File: config.mk
export PLATFORM = sky130hd
export DESIGN_NAME = eoi_overhead_inserter
export DESIGN_NICKNAME = d
export VERILOG_FILES = /design/src/eoi_overhead_inserter.v
export VERILOG_INCLUDE_DIRS = /design/src /design/src/shared
export SDC_FILE = /design/constraint.sdc
export NUM_CORES = 1
export LEC_CHECK = 0
export ABC_AREA = 0
export CAP_MARGIN = 20
export CORE_ASPECT_RATIO = 0.9
export CORE_MARGIN = 2
export CORE_UTILIZATION = 30
export DETAILED_ROUTE_END_ITERATION = 12
export DONT_BUFFER_PORTS = 1
export PLACE_DENSITY = 0.43
export SYNTH_ARGS = -nofsm -noshare
export SYNTH_HDL_FRONTEND = slang
export SYNTH_SLANG_ARGS = --single-unit
File: constraint.sdc
create_clock -name core_clk -period 2.2 [get_ports core_clk]
set_input_delay 0.55 -clock core_clk [delete_from_list [all_inputs] [get_ports core_clk]]
set_output_delay 0.55 -clock core_clk [all_outputs]
set_load 0.05 [all_outputs]
File: src/shared/eoi_consts.vh
// register indices, field positions, reset values and frame geometry of the overhead inserter
`ifndef EOI_CONSTS_VH
`define EOI_CONSTS_VH

// register indices; byte address is four times the index
`define EOI_IDX_MODE 7'h62
`define EOI_IDX_SPARE_CTRL 7'h64
`define EOI_IDX_SPARE4 7'h65
`define EOI_IDX_SPARE5 7'h66
`define EOI_IDX_SPARE6 7'h67
`define EOI_IDX_SPARE7 7'h68
`define EOI_IDX_SPARE8 7'h69
`define EOI_IDX_EXTRA 7'h6A
`define EOI_IDX_MAINT_A 7'h6B
`define EOI_IDX_MAINT_B 7'h6C
`define EOI_IDX_IRQ_EN 7'h6D
`define EOI_IDX_IRQ_FLAG 7'h6E

// reset values
`define EOI_RST_MODE 8'h06
`define EOI_RST_SPARE_CTRL 8'h00
`define EOI_RST_CODEWORD 8'h0F
`define EOI_RST_EXTRA 8'h0B
`define EOI_RST_MAINT 8'h00
`define EOI_RST_IRQ 8'h00

// frame mode register fields
`define EOI_MODE_EXTRA_REPLACE_DISABLE 6
`define EOI_MODE_SIGEN 2
`define EOI_MODE_GENCRC 1
`define EOI_MODE_FDIS 0

// extra bits register fields
`define EOI_X0 3
`define EOI_X1 1
`define EOI_X2 0

// maintenance a fields
`define EOI_MA_TS16_ZERO 5
`define EOI_MA_TS16_ONES 4
`define EOI_MA_MF_ALARM 3
`define EOI_MA_CRIT_SEL 2
`define EOI_MA_AUTO_RAI 1
`define EOI_MA_MANUAL_RAI 0

// maintenance b fields
`define EOI_MB_SLIP 4
`define EOI_MB_TX_ZERO 3
`define EOI_MB_TX_ONES 2

// interrupt enable and flag fields
`define EOI_IRQ_SUBMF 4
`define EOI_IRQ_ALIGN 3
`define EOI_IRQ_SIGMF 2
`define EOI_IRQ_CRCMF 1
`define EOI_IRQ_BASIC 0

// frame geometry
`define EOI_BITS_PER_SLOT 8
`define EOI_SLOTS_PER_FRAME 32
`define EOI_FRAMES_PER_MF 16
`define EOI_FRAMES_PER_SUBMF 8
`define EOI_SLOT_SIG 5'h10
`define EOI_FAS_PATTERN 7'h1B

`endif

File: src/eoi_overhead_inserter.v
// E1 transmit overhead and maintenance inserter with its register bank on an Avalon-MM slave
//
// How it works
// spare enables b4..b0 gate code-word insertion
// cleared enable leaves spare bits untouched
// basic frame only: code bit 1 inserted
// CRC multiframe: four code bits per sub-multiframe
// extra bits go to slot16 bits 5,7,8
// slot16 zero fill forces slot16 zeros
// slot16 ones fill forces slot16 ones unless slot16 zero fill is set
// multiframe alarm value sent in bit 6
// criteria 0: four remote alarm causes
// criteria 1: sync loss or manual only
// automatic alarm sets A bit when enabled
// manual alarm forces A bit to one
// each slip toggle edge repeats one bit
// transmit zero fill forces whole stream zero
// transmit ones fill forces whole stream one unless transmit zero fill is set
// sub-multiframe enable gates its flag onto irq
// other four enables gate their flags likewise
// start flags set on first bit, W1C
// extra disable blocks extra-bit replacement
// extra bits and alarm value sampled at multiframe boundary, code words per sub-multiframe (per frame without CRC)
`timescale 1ns/10ps
`include "eoi_consts.vh"

module eoi_overhead_inserter (
	input wire core_clk,
	input wire nrst,
	input wire [8:0] avs_address,
	input wire [3:0] avs_byteenable,
	input wire avs_read,
	input wire avs_write,
	input wire [31:0] avs_writedata,
	output reg [31:0] avs_readdata,
	output wire avs_waitrequest,
	input wire tx_bit_en,
	input wire tx_data_in,
	output reg tx_data_out,
	output reg tx_data_valid,
	input wire rx_basic_sync_loss,
	input wire rx_crc_interwork,
	input wire rx_offline_sync_loss,
	output wire irq
);

	////////////////////////////////////////////////////////////////////////////////
	// registers

	localparam [7:0] RST_SPARE_CTRL = `EOI_RST_SPARE_CTRL;
	localparam [7:0] RST_CODEWORD = `EOI_RST_CODEWORD;
	localparam [7:0] RST_EXTRA = `EOI_RST_EXTRA;
	localparam [7:0] RST_MAINT = `EOI_RST_MAINT;
	localparam [7:0] RST_IRQ = `EOI_RST_IRQ;

	reg [7:0] mode_reg;
	reg [4:0] spare_ctrl_reg;
	reg [3:0] spare_grp4_code;
	reg [3:0] spare_grp5_code;
	reg [3:0] spare_grp6_code;
	reg [3:0] spare_grp7_code;
	reg [3:0] spare_grp8_code;
	reg [3:0] extra_reg;
	reg [5:0] maint_a_reg;
	reg [4:0] maint_b_reg;
	reg [4:0] irq_en_reg;
	reg [4:0] irq_flag_reg;
	reg [4:0] irq_flag_next;
	reg ack_reg;

	wire [6:0] reg_idx;
	wire wr_hit;
	wire [7:0] wdata;
	reg [7:0] rdata_next;

	assign reg_idx = avs_address[8:2];
	assign wdata = avs_writedata[7:0];
	// one wait cycle: the request is taken at the edge after the ack flop rises
	assign avs_waitrequest = (avs_read | avs_write) & ~ack_reg;
	assign wr_hit = avs_write & ack_reg & avs_byteenable[0];

	always @(posedge core_clk or negedge nrst) begin
		if (!nrst) begin
			ack_reg <= 1'b0;
		end else begin
			ack_reg <= (avs_read | avs_write) & ~ack_reg;
		end
	end

	wire extra_replace_disable;
	wire gen_sig_mf;
	wire gen_crc_mf;
	wire gen_basic;
	assign extra_replace_disable = mode_reg[`EOI_MODE_EXTRA_REPLACE_DISABLE];
	assign gen_basic = ~mode_reg[`EOI_MODE_FDIS];
	assign gen_sig_mf = gen_basic & mode_reg[`EOI_MODE_SIGEN];
	assign gen_crc_mf = gen_basic & mode_reg[`EOI_MODE_GENCRC];

	wire slot16_zero_fill;
	wire slot16_ones_fill;
	wire multiframe_alarm_value;
	wire alarm_criteria_select;
	wire auto_remote_alarm_en;
	wire manual_remote_alarm;
	wire alignment_slip_toggle;
	wire tx_zero_fill;
	wire tx_ones_fill;
	assign slot16_zero_fill = maint_a_reg[`EOI_MA_TS16_ZERO];
	assign slot16_ones_fill = maint_a_reg[`EOI_MA_TS16_ONES];
	assign multiframe_alarm_value = maint_a_reg[`EOI_MA_MF_ALARM];
	assign alarm_criteria_select = maint_a_reg[`EOI_MA_CRIT_SEL];
	assign auto_remote_alarm_en = maint_a_reg[`EOI_MA_AUTO_RAI];
	assign manual_remote_alarm = maint_a_reg[`EOI_MA_MANUAL_RAI];
	assign alignment_slip_toggle = maint_b_reg[`EOI_MB_SLIP];
	assign tx_zero_fill = maint_b_reg[`EOI_MB_TX_ZERO];
	assign tx_ones_fill = maint_b_reg[`EOI_MB_TX_ONES];

	always @(posedge core_clk or negedge nrst) begin
		if (!nrst) begin
			mode_reg <= `EOI_RST_MODE;
			spare_ctrl_reg <= RST_SPARE_CTRL[4:0];
			spare_grp4_code <= RST_CODEWORD[3:0];
			spare_grp5_code <= RST_CODEWORD[3:0];
			spare_grp6_code <= RST_CODEWORD[3:0];
			spare_grp7_code <= RST_CODEWORD[3:0];
			spare_grp8_code <= RST_CODEWORD[3:0];
			extra_reg <= RST_EXTRA[3:0];
			maint_a_reg <= RST_MAINT[5:0];
			maint_b_reg <= RST_MAINT[4:0];
			irq_en_reg <= RST_IRQ[4:0];
		end else if (wr_hit) begin
			case (reg_idx)
				`EOI_IDX_MODE: mode_reg <= wdata & 8'h7F;
				`EOI_IDX_SPARE_CTRL: spare_ctrl_reg <= wdata[4:0];
				`EOI_IDX_SPARE4: spare_grp4_code <= wdata[3:0];
				`EOI_IDX_SPARE5: spare_grp5_code <= wdata[3:0];
				`EOI_IDX_SPARE6: spare_grp6_code <= wdata[3:0];
				`EOI_IDX_SPARE7: spare_grp7_code <= wdata[3:0];
				`EOI_IDX_SPARE8: spare_grp8_code <= wdata[3:0];
				`EOI_IDX_EXTRA: extra_reg <= wdata[3:0] & 4'hB;
				`EOI_IDX_MAINT_A: maint_a_reg <= wdata[5:0];
				`EOI_IDX_MAINT_B: maint_b_reg <= wdata[4:0] & 5'h1C;
				`EOI_IDX_IRQ_EN: irq_en_reg <= wdata[4:0];
				default: ;
			endcase
		end
	end

	always @* begin
		case (reg_idx)
			`EOI_IDX_MODE: rdata_next = mode_reg;
			`EOI_IDX_SPARE_CTRL: rdata_next = {3'h0, spare_ctrl_reg};
			`EOI_IDX_SPARE4: rdata_next = {4'h0, spare_grp4_code};
			`EOI_IDX_SPARE5: rdata_next = {4'h0, spare_grp5_code};
			`EOI_IDX_SPARE6: rdata_next = {4'h0, spare_grp6_code};
			`EOI_IDX_SPARE7: rdata_next = {4'h0, spare_grp7_code};
			`EOI_IDX_SPARE8: rdata_next = {4'h0, spare_grp8_code};
			`EOI_IDX_EXTRA: rdata_next = {4'h0, extra_reg};
			`EOI_IDX_MAINT_A: rdata_next = {2'h0, maint_a_reg};
			`EOI_IDX_MAINT_B: rdata_next = {3'h0, maint_b_reg};
			`EOI_IDX_IRQ_EN: rdata_next = {3'h0, irq_en_reg};
			`EOI_IDX_IRQ_FLAG: rdata_next = {3'h0, irq_flag_reg};
			default: rdata_next = 8'h00;
		endcase
	end

	// read data is loaded in the wait cycle, stands at the accepting edge
	always @(posedge core_clk or negedge nrst) begin
		if (!nrst) begin
			avs_readdata <= 32'h00000000;
		end else if (avs_read & ~ack_reg) begin
			avs_readdata <= {24'h000000, rdata_next};
		end
	end

	////////////////////////////////////////////////////////////////////////////////
	// frame position

	reg [2:0] bit_pos_reg;
	reg [4:0] slot_reg;
	reg [3:0] frame_reg;
	reg slip_prev_reg;
	reg slip_pend_reg;
	wire slip_edge;
	wire hold_pos;

	assign slip_edge = alignment_slip_toggle ^ slip_prev_reg;
	// repetition chosen: the position stands still for one bit
	assign hold_pos = slip_pend_reg & tx_bit_en;

	always @(posedge core_clk or negedge nrst) begin
		if (!nrst) begin
			slip_prev_reg <= 1'b0;
			slip_pend_reg <= 1'b0;
		end else begin
			slip_prev_reg <= alignment_slip_toggle;
			if (slip_edge) begin
				slip_pend_reg <= 1'b1;
			end else if (hold_pos) begin
				slip_pend_reg <= 1'b0;
			end
		end
	end

	always @(posedge core_clk or negedge nrst) begin
		if (!nrst) begin
			bit_pos_reg <= 3'h0;
			slot_reg <= 5'h00;
			frame_reg <= 4'h0;
		end else if (tx_bit_en & ~hold_pos) begin
			bit_pos_reg <= bit_pos_reg + 3'h1;
			if (bit_pos_reg == 3'h7) begin
				slot_reg <= slot_reg + 5'h01;
				if (slot_reg == 5'h1F) begin
					frame_reg <= frame_reg + 4'h1;
				end
			end
		end
	end

	wire first_bit;
	wire frame_start;
	wire submf_start;
	wire mf_start;
	assign first_bit = (bit_pos_reg == 3'h0) & (slot_reg == 5'h00);
	assign frame_start = tx_bit_en & first_bit;
	assign submf_start = frame_start & (frame_reg[2:0] == 3'h0);
	assign mf_start = frame_start & (frame_reg == 4'h0);

	////////////////////////////////////////////////////////////////////////////////
	// overhead shadows, taken only at boundaries

	reg [19:0] code_sh_reg;
	reg [4:0] spare_en_sh_reg;
	reg [3:0] extra_sh_reg;
	reg extra_replace_disable_sh_reg;
	reg y_sh_reg;

	always @(posedge core_clk or negedge nrst) begin
		if (!nrst) begin
			code_sh_reg <= {5{RST_CODEWORD[3:0]}};
			spare_en_sh_reg <= 5'h00;
			extra_sh_reg <= RST_EXTRA[3:0];
			extra_replace_disable_sh_reg <= 1'b0;
			y_sh_reg <= 1'b0;
		end else begin
			// code words swap per sub-multiframe, or per frame without CRC
			if (gen_crc_mf ? submf_start : frame_start) begin
				code_sh_reg <= {spare_grp4_code, spare_grp5_code, spare_grp6_code,
					spare_grp7_code, spare_grp8_code};
				spare_en_sh_reg <= spare_ctrl_reg;
			end
			if (mf_start) begin
				extra_sh_reg <= extra_reg;
				extra_replace_disable_sh_reg <= extra_replace_disable;
				y_sh_reg <= multiframe_alarm_value;
			end
		end
	end

	////////////////////////////////////////////////////////////////////////////////
	// remote alarm

	wire alarm_cause;
	wire a_bit_force;
	assign alarm_cause = alarm_criteria_select ?
		(rx_basic_sync_loss | manual_remote_alarm) :
		(rx_basic_sync_loss | rx_crc_interwork | rx_offline_sync_loss | manual_remote_alarm);
	assign a_bit_force = gen_basic & (manual_remote_alarm | (auto_remote_alarm_en & alarm_cause));

	////////////////////////////////////////////////////////////////////////////////
	// bit insertion

	wire in_nfas;
	wire in_slot16_f0;
	wire [1:0] code_sel;
	reg out_bit;
	reg [2:0] grp;

	assign in_nfas = gen_basic & (slot_reg == 5'h00) & frame_reg[0];
	assign in_slot16_f0 = gen_sig_mf & (slot_reg == `EOI_SLOT_SIG) & (frame_reg == 4'h0);
	// code bit 1 is the msb; odd frames 1,3,5,7 of a sub-multiframe carry bits 1..4
	assign code_sel = gen_crc_mf ? frame_reg[2:1] : 2'h0;

	always @* begin
		out_bit = tx_data_in;
		grp = 3'h0;
		if (in_nfas && bit_pos_reg >= 3'h3) begin
			grp = bit_pos_reg - 3'h3;
			if (spare_en_sh_reg[3'h4 - grp]) begin
				out_bit = code_sh_reg[5'd19 - {grp, 2'b00} - {3'h0, code_sel}];
			end
		end
		if (in_nfas && bit_pos_reg == 3'h2 && a_bit_force) begin
			out_bit = 1'b1;
		end
		if (in_slot16_f0) begin
			if (bit_pos_reg == 3'h5) begin
				out_bit = y_sh_reg;
			end
			if (!extra_replace_disable_sh_reg) begin
				case (bit_pos_reg)
					3'h4: out_bit = extra_sh_reg[`EOI_X0];
					3'h6: out_bit = extra_sh_reg[`EOI_X1];
					3'h7: out_bit = extra_sh_reg[`EOI_X2];
					default: ;
				endcase
			end
		end
		if (slot_reg == `EOI_SLOT_SIG) begin
			if (slot16_zero_fill) begin
				out_bit = 1'b0;
			end else if (slot16_ones_fill) begin
				out_bit = 1'b1;
			end
		end
		if (tx_zero_fill) begin
			out_bit = 1'b0;
		end else if (tx_ones_fill) begin
			out_bit = 1'b1;
		end
	end

	always @(posedge core_clk or negedge nrst) begin
		if (!nrst) begin
			tx_data_out <= 1'b0;
			tx_data_valid <= 1'b0;
		end else begin
			tx_data_valid <= tx_bit_en;
			if (tx_bit_en) begin
				tx_data_out <= out_bit;
			end
		end
	end

	////////////////////////////////////////////////////////////////////////////////
	// start flags and interrupt

	wire [4:0] flag_set;
	wire [4:0] flag_clr;
	assign flag_set[`EOI_IRQ_SUBMF] = gen_crc_mf & submf_start;
	assign flag_set[`EOI_IRQ_ALIGN] = gen_basic & frame_start & ~frame_reg[0];
	assign flag_set[`EOI_IRQ_SIGMF] = gen_sig_mf & mf_start;
	assign flag_set[`EOI_IRQ_CRCMF] = gen_crc_mf & mf_start;
	assign flag_set[`EOI_IRQ_BASIC] = gen_basic & frame_start;
	assign flag_clr = (wr_hit && reg_idx == `EOI_IDX_IRQ_FLAG) ? wdata[4:0] : 5'h00;

	always @* begin
		irq_flag_next = (irq_flag_reg & ~flag_clr) | flag_set;
	end

	always @(posedge core_clk or negedge nrst) begin
		if (!nrst) begin
			irq_flag_reg <= RST_IRQ[4:0];
		end else begin
			irq_flag_reg <= irq_flag_next;
		end
	end

	assign irq = |(irq_flag_reg & irq_en_reg);

endmodule // eoi_overhead_inserter

==> reports/metrics.cfg, run 1 <==
[worst_hold_path]
hp-class=input pin to asynchronous set/reset pin

[timing]
grt_setup_unrepaired=yes
setup_viol=0
period_needed_ns=2.15
worst_slew_pin_slew_ns=0.929
fin_skew_ns=0.0109
finalMaxSlewViolations=0
relSlewSlack_pct=37.9
post-route-period-util_pct=97.5
max_freq_mhz=466
hold_violations=0
fin_tns_setup_ns=0

[yosys]
muxShareOfSynthArea_pct=19.4
ys_types=60
synth_top_family_by_area=multiplexers
syn-instance-count=484
synth_xor_area_share_pct=1.71
synth_compound_area_share_pct=9.95
postSynthAreaPerCell_um2=11.6
synth_area_um2=5630
synthFlopType=dfrtp_1
synth_edf_count=0
async_flop_share_pct=100
ys_warn_count=0
yosysSeqAreaShare_pct=49.0
synth_seq_cells=108
synthSimpleGateAreaFrac_pct=10.9
synth-adder-area-share_pct=2.66

[detailed_routing]
drtIter0Drc=248
drt-total-wl_um=15500
vias_per_cell=5.07
final_antenna_net_count=0
routedWlPerCell_um=20.0
vias=3923
firstDrtPassIters=4
drcViolationCount=0

[pwr]
internal-power_uw=3870
power.density_nw_per_um2=845
p_leak_uw=0.00284
pwr-share-seq_pct=40.3
switching_share_pct=32.2
p_sw_uw=1830
peakVddDrop_uv=375
combPwrFrac_pct=31.2
pwr-share-clk_pct=28.5

[layout]
final_cell_mix=mux2_2 (64), dfrtp_1 (57), dfstp_2 (48), buf_4 (44), nand2_1 (41)
final_common_cell=mux2_2
fin_cells=774
largest_register_ffs=20
drive_gt1_share_pct=44.8
area_growth_syn_to_layout_pct=19.7
final_area_um2=6750
antenna_cells=0
fin_nets=590

[clock_network]
clk_path_buf_depth=2
cts_tree=built
cts_buffers=9
clock-sinks=108
cts_max_level=3
path_clk_slew_ns=0.08
cts-root-buf=clkbuf_16
clk_latency_ns=0.36

[setup_path]
crit_slowest_cell=dfrtp_1
max_stage_delay_ns=0.39
crit_fanout=7
startpoint_type=register
critPathCaptureType=register
reg2reg_depth=9
worstSetupPathType=register to register
crit_chain=inv_1 -> ha_2 -> nor4b_4 -> buf_4 -> nand4_1 -> buf_4 -> nor3_4 -> buf_6 -> mux2_4
cp_common_cell=buf_4
arrival_ns=2.39
required_ns=2.45

[floorplan]
die-height_um=134
start_util_pct=30.6
dieArea_um2=19900
die_w_um=148
io_pins=90
core_um2=18400
rows=47

[global_routing]
grt_pass1_vias=3885
antenna_found_initial=0
grt_start_max_net_pins=61
grt_usage_pct=16.1
grt_pass1_wl_um=23800
overflow=0

[place]
globalplace.congestion=0.902
numPortBuffers=0
hpwl_um=11100
placed_area_um2=6060
placed_cells=746

[run]
maxCapViolCount=0

[run_status]
run_status=finished clean

synthesized netlist by cell type (6+ instances only):
library cell | n | area (um2)
mux2_2 | 82 | 923
clkbuf_1 | 12 | 45.0
dfrtp_1 | 60 | 1500
inv_1 | 14 | 52.6
buf_4 | 27 | 203
mux2i_1 | 8 | 80.1
a211oi_1 | 7 | 52.6
nand3_1 | 17 | 85.1
xnor2_1 | 10 | 87.6
a22oi_1 | 7 | 52.6
nand2_1 | 41 | 154
o21ai_0 | 16 | 80.1
dfstp_2 | 48 | 1260
ha_1 | 12 | 150
nor2_1 | 10 | 37.5
and2_1 | 6 | 37.5
a21oi_1 | 8 | 40.0
nand2b_1 | 6 | 37.5
cell type report:
type	count	area [um2]
fillers	1813	11700
multi-input cells	339	2850
flip-flops and latches	108	2770
repair buffers	52	482
well taps	245	307
clock buffers	10	239
clock inverters	6	55.1
inverters	14	52.6
cells by family after synthesis:
family / after synthesis
AO/OA/AOI/OAI: 79
XOR/XNOR: 11
adder cells (fa/ha/maj): 12
buffers and inverters: 61
flip-flops: 108
multiplexers: 96
other: 1
AND/OR/NAND/NOR: 116
final timing paths:
check	to	start	slack [ns]
min in group core_clk	tx_data_valid	tx_bit_en	0.21
worst min register to register	slip_pend_reg	slip_prev_reg	0.51
worst max register to register	y_sh_reg	slot_reg[1]	0.05
max in group asynchronous	frame_reg[1]	nrst	1.85
worst max-delay path	y_sh_reg	slot_reg[1]	0.05
worst min-delay path	extra_sh_reg[0]	nrst	0.03
worst max-delay path: cells and delay by family, from the launching register on:
kind	cells	cell delay, ns
flip-flops	1	0.39
AND/OR/NAND/NOR	3	0.53
multiplexers	1	0.30
buffers and inverters	4	0.61
adder cells (fa/ha/maj)	1	0.19
metrics by stage:
| stage | setup slack, ns | hold slack (ns) | total power [uW] | util (%) |
|---|---|---|---|---|
| 4_1_cts | 0.00559 | 0.0141 | 5590 | 35.2 |
| 2_1_floorplan | 0.0148 | 0.254 | 3200 | - |
| 6_report | 0.0541 | 0.0284 | 5700 | 36.7 |
| 3_5_place_dp | -0.135 | 0.257 | 3720 | 32.9 |
| 5_1_grt | -0.0611 | 0.00601 | 6030 | 36.7 |
| 3_3_place_gp | -0.0917 | 0.258 | 3700 | 32.9 |
routing by layer:
| layer | part of all wire (%) | track usage [%] | wire length (um) |
|---|---|---|---|
| met1 | 48 | 23.5 | 7470 |
| met2 | 45 | 23.5 | 6930 |
| met3 | 5.6 | 4.12 | 872 |
| met4 | 1.4 | 4.50 | 212 |
| met5 | 0 | 0 | 0 |
power groups by stage:
| stage | clock network (uW) | registers (uW) | logic, uW |
|---|---|---|---|
| floorplan | 0 | 2300 | 904 |
| detailed placement | 0 | 2310 | 1410 |
| CTS | 1680 | 2290 | 1630 |
| finish | 1620 | 2300 | 1780 |
| global placement | 0 | 2300 | 1400 |
| global route | 1760 | 2320 | 1950 |
what timing repair did:
| item | CTS | global route |
|---|---|---|
| hold buffers | 1 | 0 |
| buffers inserted | 0 | 8 |
| setup endpoints to repair | 7 | 29 |
| cloned | 0 | 3 |
| gates resized for setup | 17 | 35 |
| endpoints found under the hold margin | 60 | 0 |
| pin swaps | 3 | 5 |
Power figures use the tool's default switching activity.
==> run 2: changes to the inputs <==
==> constraint.sdc (replaced) <==
create_clock -name core_clk -period 2.2 [get_ports core_clk]
set_input_delay 0 -clock core_clk [delete_from_list [all_inputs] [get_ports core_clk]]
set_output_delay 0 -clock core_clk [all_outputs]
set_load 0.05 [all_outputs]
==> run 2 against run 1 <==
- the run now ends with negative hold slack, negative setup slack left
- clock skew down 0.0030 ns
- die area unchanged
- sequential share of layout area up 0.40 points
- combinational power down 12%
- clock power down 2%
- count of clock-buffer cells in the layout unchanged
- register-to-register slack worse by 0.12 ns
- wire length up 2.3%
- non-clock buffer count up 2
- critical path depth down 1
- maximum frequency down 5.1%
- first-iteration DRC count up 24%
- critical endpoint is now code_sh_reg[19]
==> reports/metrics.cfg, run 2 (synthesis gave the netlist of run 1 again) <==
[timing]
setup_viol=25
hold_violations=109
setup_ws_ns=-0.0617
fin_skew_ns=0.00793
post-route-period-util_pct=103
finalMaxSlewViolations=0
period_needed_ns=2.26
grt_setup_unrepaired=yes
max_freq_mhz=442
holdWs_ns=-0.677
relSlewSlack_pct=55.8
worst_slew_pin_slew_ns=0.660

[setup_path]
crit_slowest_cell=dfrtp_1
startpoint_type=register
crit_fanout=6
reg2reg_depth=8
required_ns=2.49
arrival_ns=2.55
cp_num_buf_inv=3
max_stage_delay_ns=0.39
r2r_start=slot_reg[1]
critPathCaptureType=register
r2r_slack_ns=-0.06
timing.rr.end=code_sh_reg[19]
crit_family=simple AND/OR/NAND/NOR gates
worstSetupPathType=register to register
crit_chain=inv_2 -> ha_4 -> nor4b_4 -> buf_4 -> nand4_1 -> a21oi_4 -> buf_6 -> mux2_2

[layout]
drive_gt1_share_pct=39.9
largest_register_ffs=20
area_growth_syn_to_layout_pct=18.5
final_cell_mix=mux2_2 (63), dfrtp_1 (59), dfstp_2 (48), nand2_1 (41), buf_4 (34)
final_core_util_pct=36.3
fin_nets=592
antenna_cells=0
final_common_cell=mux2_2
fin_cells=776

[run_status]
run_status=finished, violations left
violations=negative hold slack, negative setup slack

[pwr]
p_leak_uw=0.00280
power.density_nw_per_um2=813
peakVddDrop_uv=332

[global_routing]
grt_pass1_wl_um=23900
grt_start_max_net_pins=109
grt_usage_pct=16.2
grt_pass1_vias=3862
antenna_found_initial=0
overflow=0

[place]
hpwl_um=11000
placed_cells=739
pre_cts_slack_ns=-0.102
numPortBuffers=0
globalplace.congestion=0.868

[floorplan]
start_util_pct=30.6
core_um2=18400
die-height_um=134
dieArea_um2=19900
die_w_um=148
rows=47
io_pins=90

[run]
maxCapViolCount=0

[worst_hold_path]
hp-class=input pin to asynchronous set/reset pin

[detailed_routing]
vias_per_cell=5.05
drt-total-wl_um=15800
drtIter0Drc=307
final_antenna_net_count=0
firstDrtPassIters=5
drcViolationCount=0
vias=3916
routedWlPerCell_um=20.4

[clock_network]
path_clk_slew_ns=0.08
clock-sinks=108
cts_tree=built
clk_latency_ns=0.36
clk_path_buf_depth=2
holdBufCountCts=15
cts_buffers=9
cts_max_level=3
cts-root-buf=clkbuf_16

-- run 2: changes by cell type in the layout (fill, tap and decap cells not counted), moves of 2 or more --
cell / before / now
dlygate4sd3_1: 0 / 15
buf_4: 44 / 34
inv_6: 2 / 0
dfrtp_1: 57 / 59
dfrtp_2: 3 / 1
nor3_1: 2 / 4
-- run 2: cell type report --
class                      count  area [um2]
inverter                      14        52.6
clock inverter                 6        50.0
tap                          245         307
multi-input combinational    339        2780
timing repair buffer          54         498
sequential                   108        2760
fill                        1825       11700
clock buffer                  10         229
-- run 2: stage by stage --
| stage | cell area, um2 | hold slack [ns] | power [uW] | setup TNS (ns) |
|---|---|---|---|---|
| floorplan | 5740 | -0.296 | 3200 | 0 |
| global placement | 6010 | -0.293 | 3580 | -0.109 |
| detailed placement | 6010 | -0.292 | 3610 | -0.709 |
| CTS | 6480 | -0.687 | 5360 | 0 |
| global route | 6680 | -0.699 | 5730 | -4.17 |
| finish | 6680 | -0.677 | 5430 | -1.09 |
-- run 2: how the worst max path moves through the flow --
stage / start / end / slack (ns) / cells past startpoint
floorplan: bit_pos_reg[0] / tx_data_out / 0.01 / 7
global placement: bit_pos_reg[0] / tx_data_out / -0.09 / 8
detailed placement: bit_pos_reg[0] / tx_data_out / -0.10 / 8
CTS: bit_pos_reg[0] / tx_data_out / 0.002 / 8
global route: slot_reg[1] / code_sh_reg[14] / -0.17 / 8
finish: slot_reg[1] / code_sh_reg[19] / -0.06 / 8
-- run 2: where the power goes --
group	leakage (uW)	switching [uW]	internal [uW]
clock	0.000135	799	782
sequential	0.00130	141	2150
combinational	0.00137	815	742
total	0.00280	1760	3670
-- run 2: layer usage --
| metal | vias to the layer above | track usage [%] | part of all wire, % |
|---|---|---|---|
| li1 | 1785 | - | - |
| met1 | 2021 | 23.4 | 49 |
| met2 | 98 | 23.5 | 44 |
| met3 | 12 | 4.80 | 5.4 |
| met4 | 0 | 4.29 | 1.1 |
| met5 | - | 0 | 0 |
-- run 2: what timing repair did --
| item | in CTS | in global routing |
|---|---|---|
| endpoints found under the setup margin | 27 | 28 |
| cloned | 0 | 3 |
| hold endpoints to repair | 173 | 108 |
| setup buffers | 0 | 3 |
| gates resized for setup | 8 | 29 |
| pin swaps | 1 | 1 |
==> run 3: changes to the inputs <==
--- a/config.mk
+++ b/config.mk
@@ -13,7 +13,7 @@
 export CORE_UTILIZATION = 30
 export DETAILED_ROUTE_END_ITERATION = 12
 export DONT_BUFFER_PORTS = 1
-export PLACE_DENSITY = 0.43
+export SKIP_CTS_REPAIR_TIMING = 1
 export SYNTH_ARGS = -nofsm -noshare
 export SYNTH_HDL_FRONTEND = slang
 export SYNTH_SLANG_ARGS = --single-unit
==> run 3 against run 2 <==
- the run still ends with negative hold slack, negative setup slack left
- highest routed layer unchanged
- worst setup slack better by 0.045 ns
- clock power up 15%
- via count up 0.89%
==> reports/metrics.cfg, run 3 (synthesis gave the netlist of run 1 again) <==
[run_status]
run_status=finished, violations left
violations=negative hold slack, negative setup slack

[timing]
finalMaxSlewViolations=0
worst_slew_pin_slew_ns=0.706
fin_skew_ns=0.0101
max_freq_mhz=451
hold_violations=110
fin_tns_setup_ns=-0.0283
setup_viol=3
setup_ws_ns=-0.0162
relSlewSlack_pct=52.8
period_needed_ns=2.22
grt_setup_unrepaired=yes
post-route-period-util_pct=101
holdWs_ns=-0.669

[pwr]
total_power_uw=5750
power.density_nw_per_um2=855
peakVddDrop_uv=397
p_leak_uw=0.00280

[setup_path]
crit_slowest_cell=mux4_2
r2r_start=bit_pos_reg[0]
max_stage_delay_ns=0.56
startpoint_type=register
required_ns=2.43
crit_fanout=7
arrival_ns=2.45
crit_family=multiplexers
crit_chain=buf_4 -> mux4_2 -> nor2b_4 -> nor3_2 -> mux2_4 -> a2111oi_4 -> nor3_1
worstSetupPathType=register to register
critPathCaptureType=register
cp_num_buf_inv=1
startpoint=bit_pos_reg[0]

[clock_network]
clk_latency_ns=0.36
cts-root-buf=clkbuf_16
cts_buffers=9
clock-sinks=108
cts_tree=built
cts_max_level=3
clk_path_buf_depth=2
path_clk_slew_ns=0.07

[place]
numPortBuffers=0
pre_cts_slack_ns=-0.0815
hpwl_um=10200
globalplace.congestion=0.939
placed_area_um2=5950

[layout]
final_cell_mix=mux2_2 (63), dfrtp_1 (58), dfstp_2 (48), nand2_1 (41), buf_4 (28)
drive_gt1_share_pct=41.8
final_area_um2=6730
area_growth_syn_to_layout_pct=19.5
fillers=1750
largest_register_ffs=20
final_common_cell=mux2_2
fin_nets=582
antenna_cells=0

[detailed_routing]
vias_per_cell=5.16
drtIter0Drc=419
firstDrtPassIters=8
final_antenna_net_count=0
drt-total-wl_um=14800
vias=3951
drcViolationCount=0
routedWlPerCell_um=19.3

[global_routing]
grt_usage_pct=14.8
antenna_found_initial=0
overflow=0
grt_start_max_net_pins=109
grt_pass1_wl_um=22600
grt_pass1_vias=3942

[floorplan]
io_pins=90
dieArea_um2=19900
start_util_pct=30.6
core_um2=18400
die-height_um=134
rows=47
die_w_um=148

[worst_hold_path]
hp-class=input pin to asynchronous set/reset pin

[run]
maxCapViolCount=0

[run 3: cell types whose count changed in the layout (fill, tap and decap cells not counted), moves of 2 or more]
cell / previous run / this run
buf_4: 34 / 28
bufinv_16: 0 / 2
clkinv_4: 3 / 0
dlygate4sd3_1: 15 / 10
inv_6: 0 / 3
[run 3: power by group]
part           leakage (uW)  switching, uW  internal [uW]
registers           0.00129            156           2150
clock network      0.000164            791           1020
logic               0.00135            859            777
total               0.00280           1810           3950
[run 3: layer usage]
metal | wire [um] | track usage (%) | vias to the layer above
li1 | - | - | 1762
met1 | 6810 | 20.5 | 2020
met2 | 6810 | 22.9 | 152
met3 | 988 | 3.61 | 17
met4 | 179 | 4.44 | 0
met5 | 0 | 0 | -
[run 3: cell type report]
type                    instances  area (um2)  share of cell area, %
well taps                     245         307                   4.55
inverters                      14        52.6                  0.781
clock inverters                 7         108                   1.60
flip-flops and latches        108        2770                   41.1
repair buffers                 44         427                   6.34
clock buffers                   9         225                   3.35
multi-input cells             339        2850                   42.3
[run 3: through the flow]
stage | util, % | instances
2_1_floorplan | - | 508
3_3_place_gp | 32.3 | 731
3_5_place_dp | 32.3 | 731
4_1_cts | 34.1 | 747
5_1_grt | 36.6 | 766
6_report | 36.6 | 766
[run 3: worst reg2reg max path, cell delays in order, from the launching register on]
cell	delay [ns]
dfrtp_2	0.41
buf_4	0.18
mux4_2	0.57
nor2b_4	0.17
nor3_2	0.07
mux2_4	0.31
a2111oi_4	0.31
nor3_1	0.08
[run 3: worst paths after layout]
kind	end	slack [ns]	depth (start not counted)
hold / removal	extra_replace_disable_sh_reg	-0.67	0
min in group core_clk	avs_readdata[0]	-0.01	3
max in group asynchronous	spare_grp4_code[1]	2.65	0
setup reg to reg	tx_data_out	-0.02	7
setup / recovery	tx_data_out	-0.02	7
hold reg to reg	slip_pend_reg	0.50	2
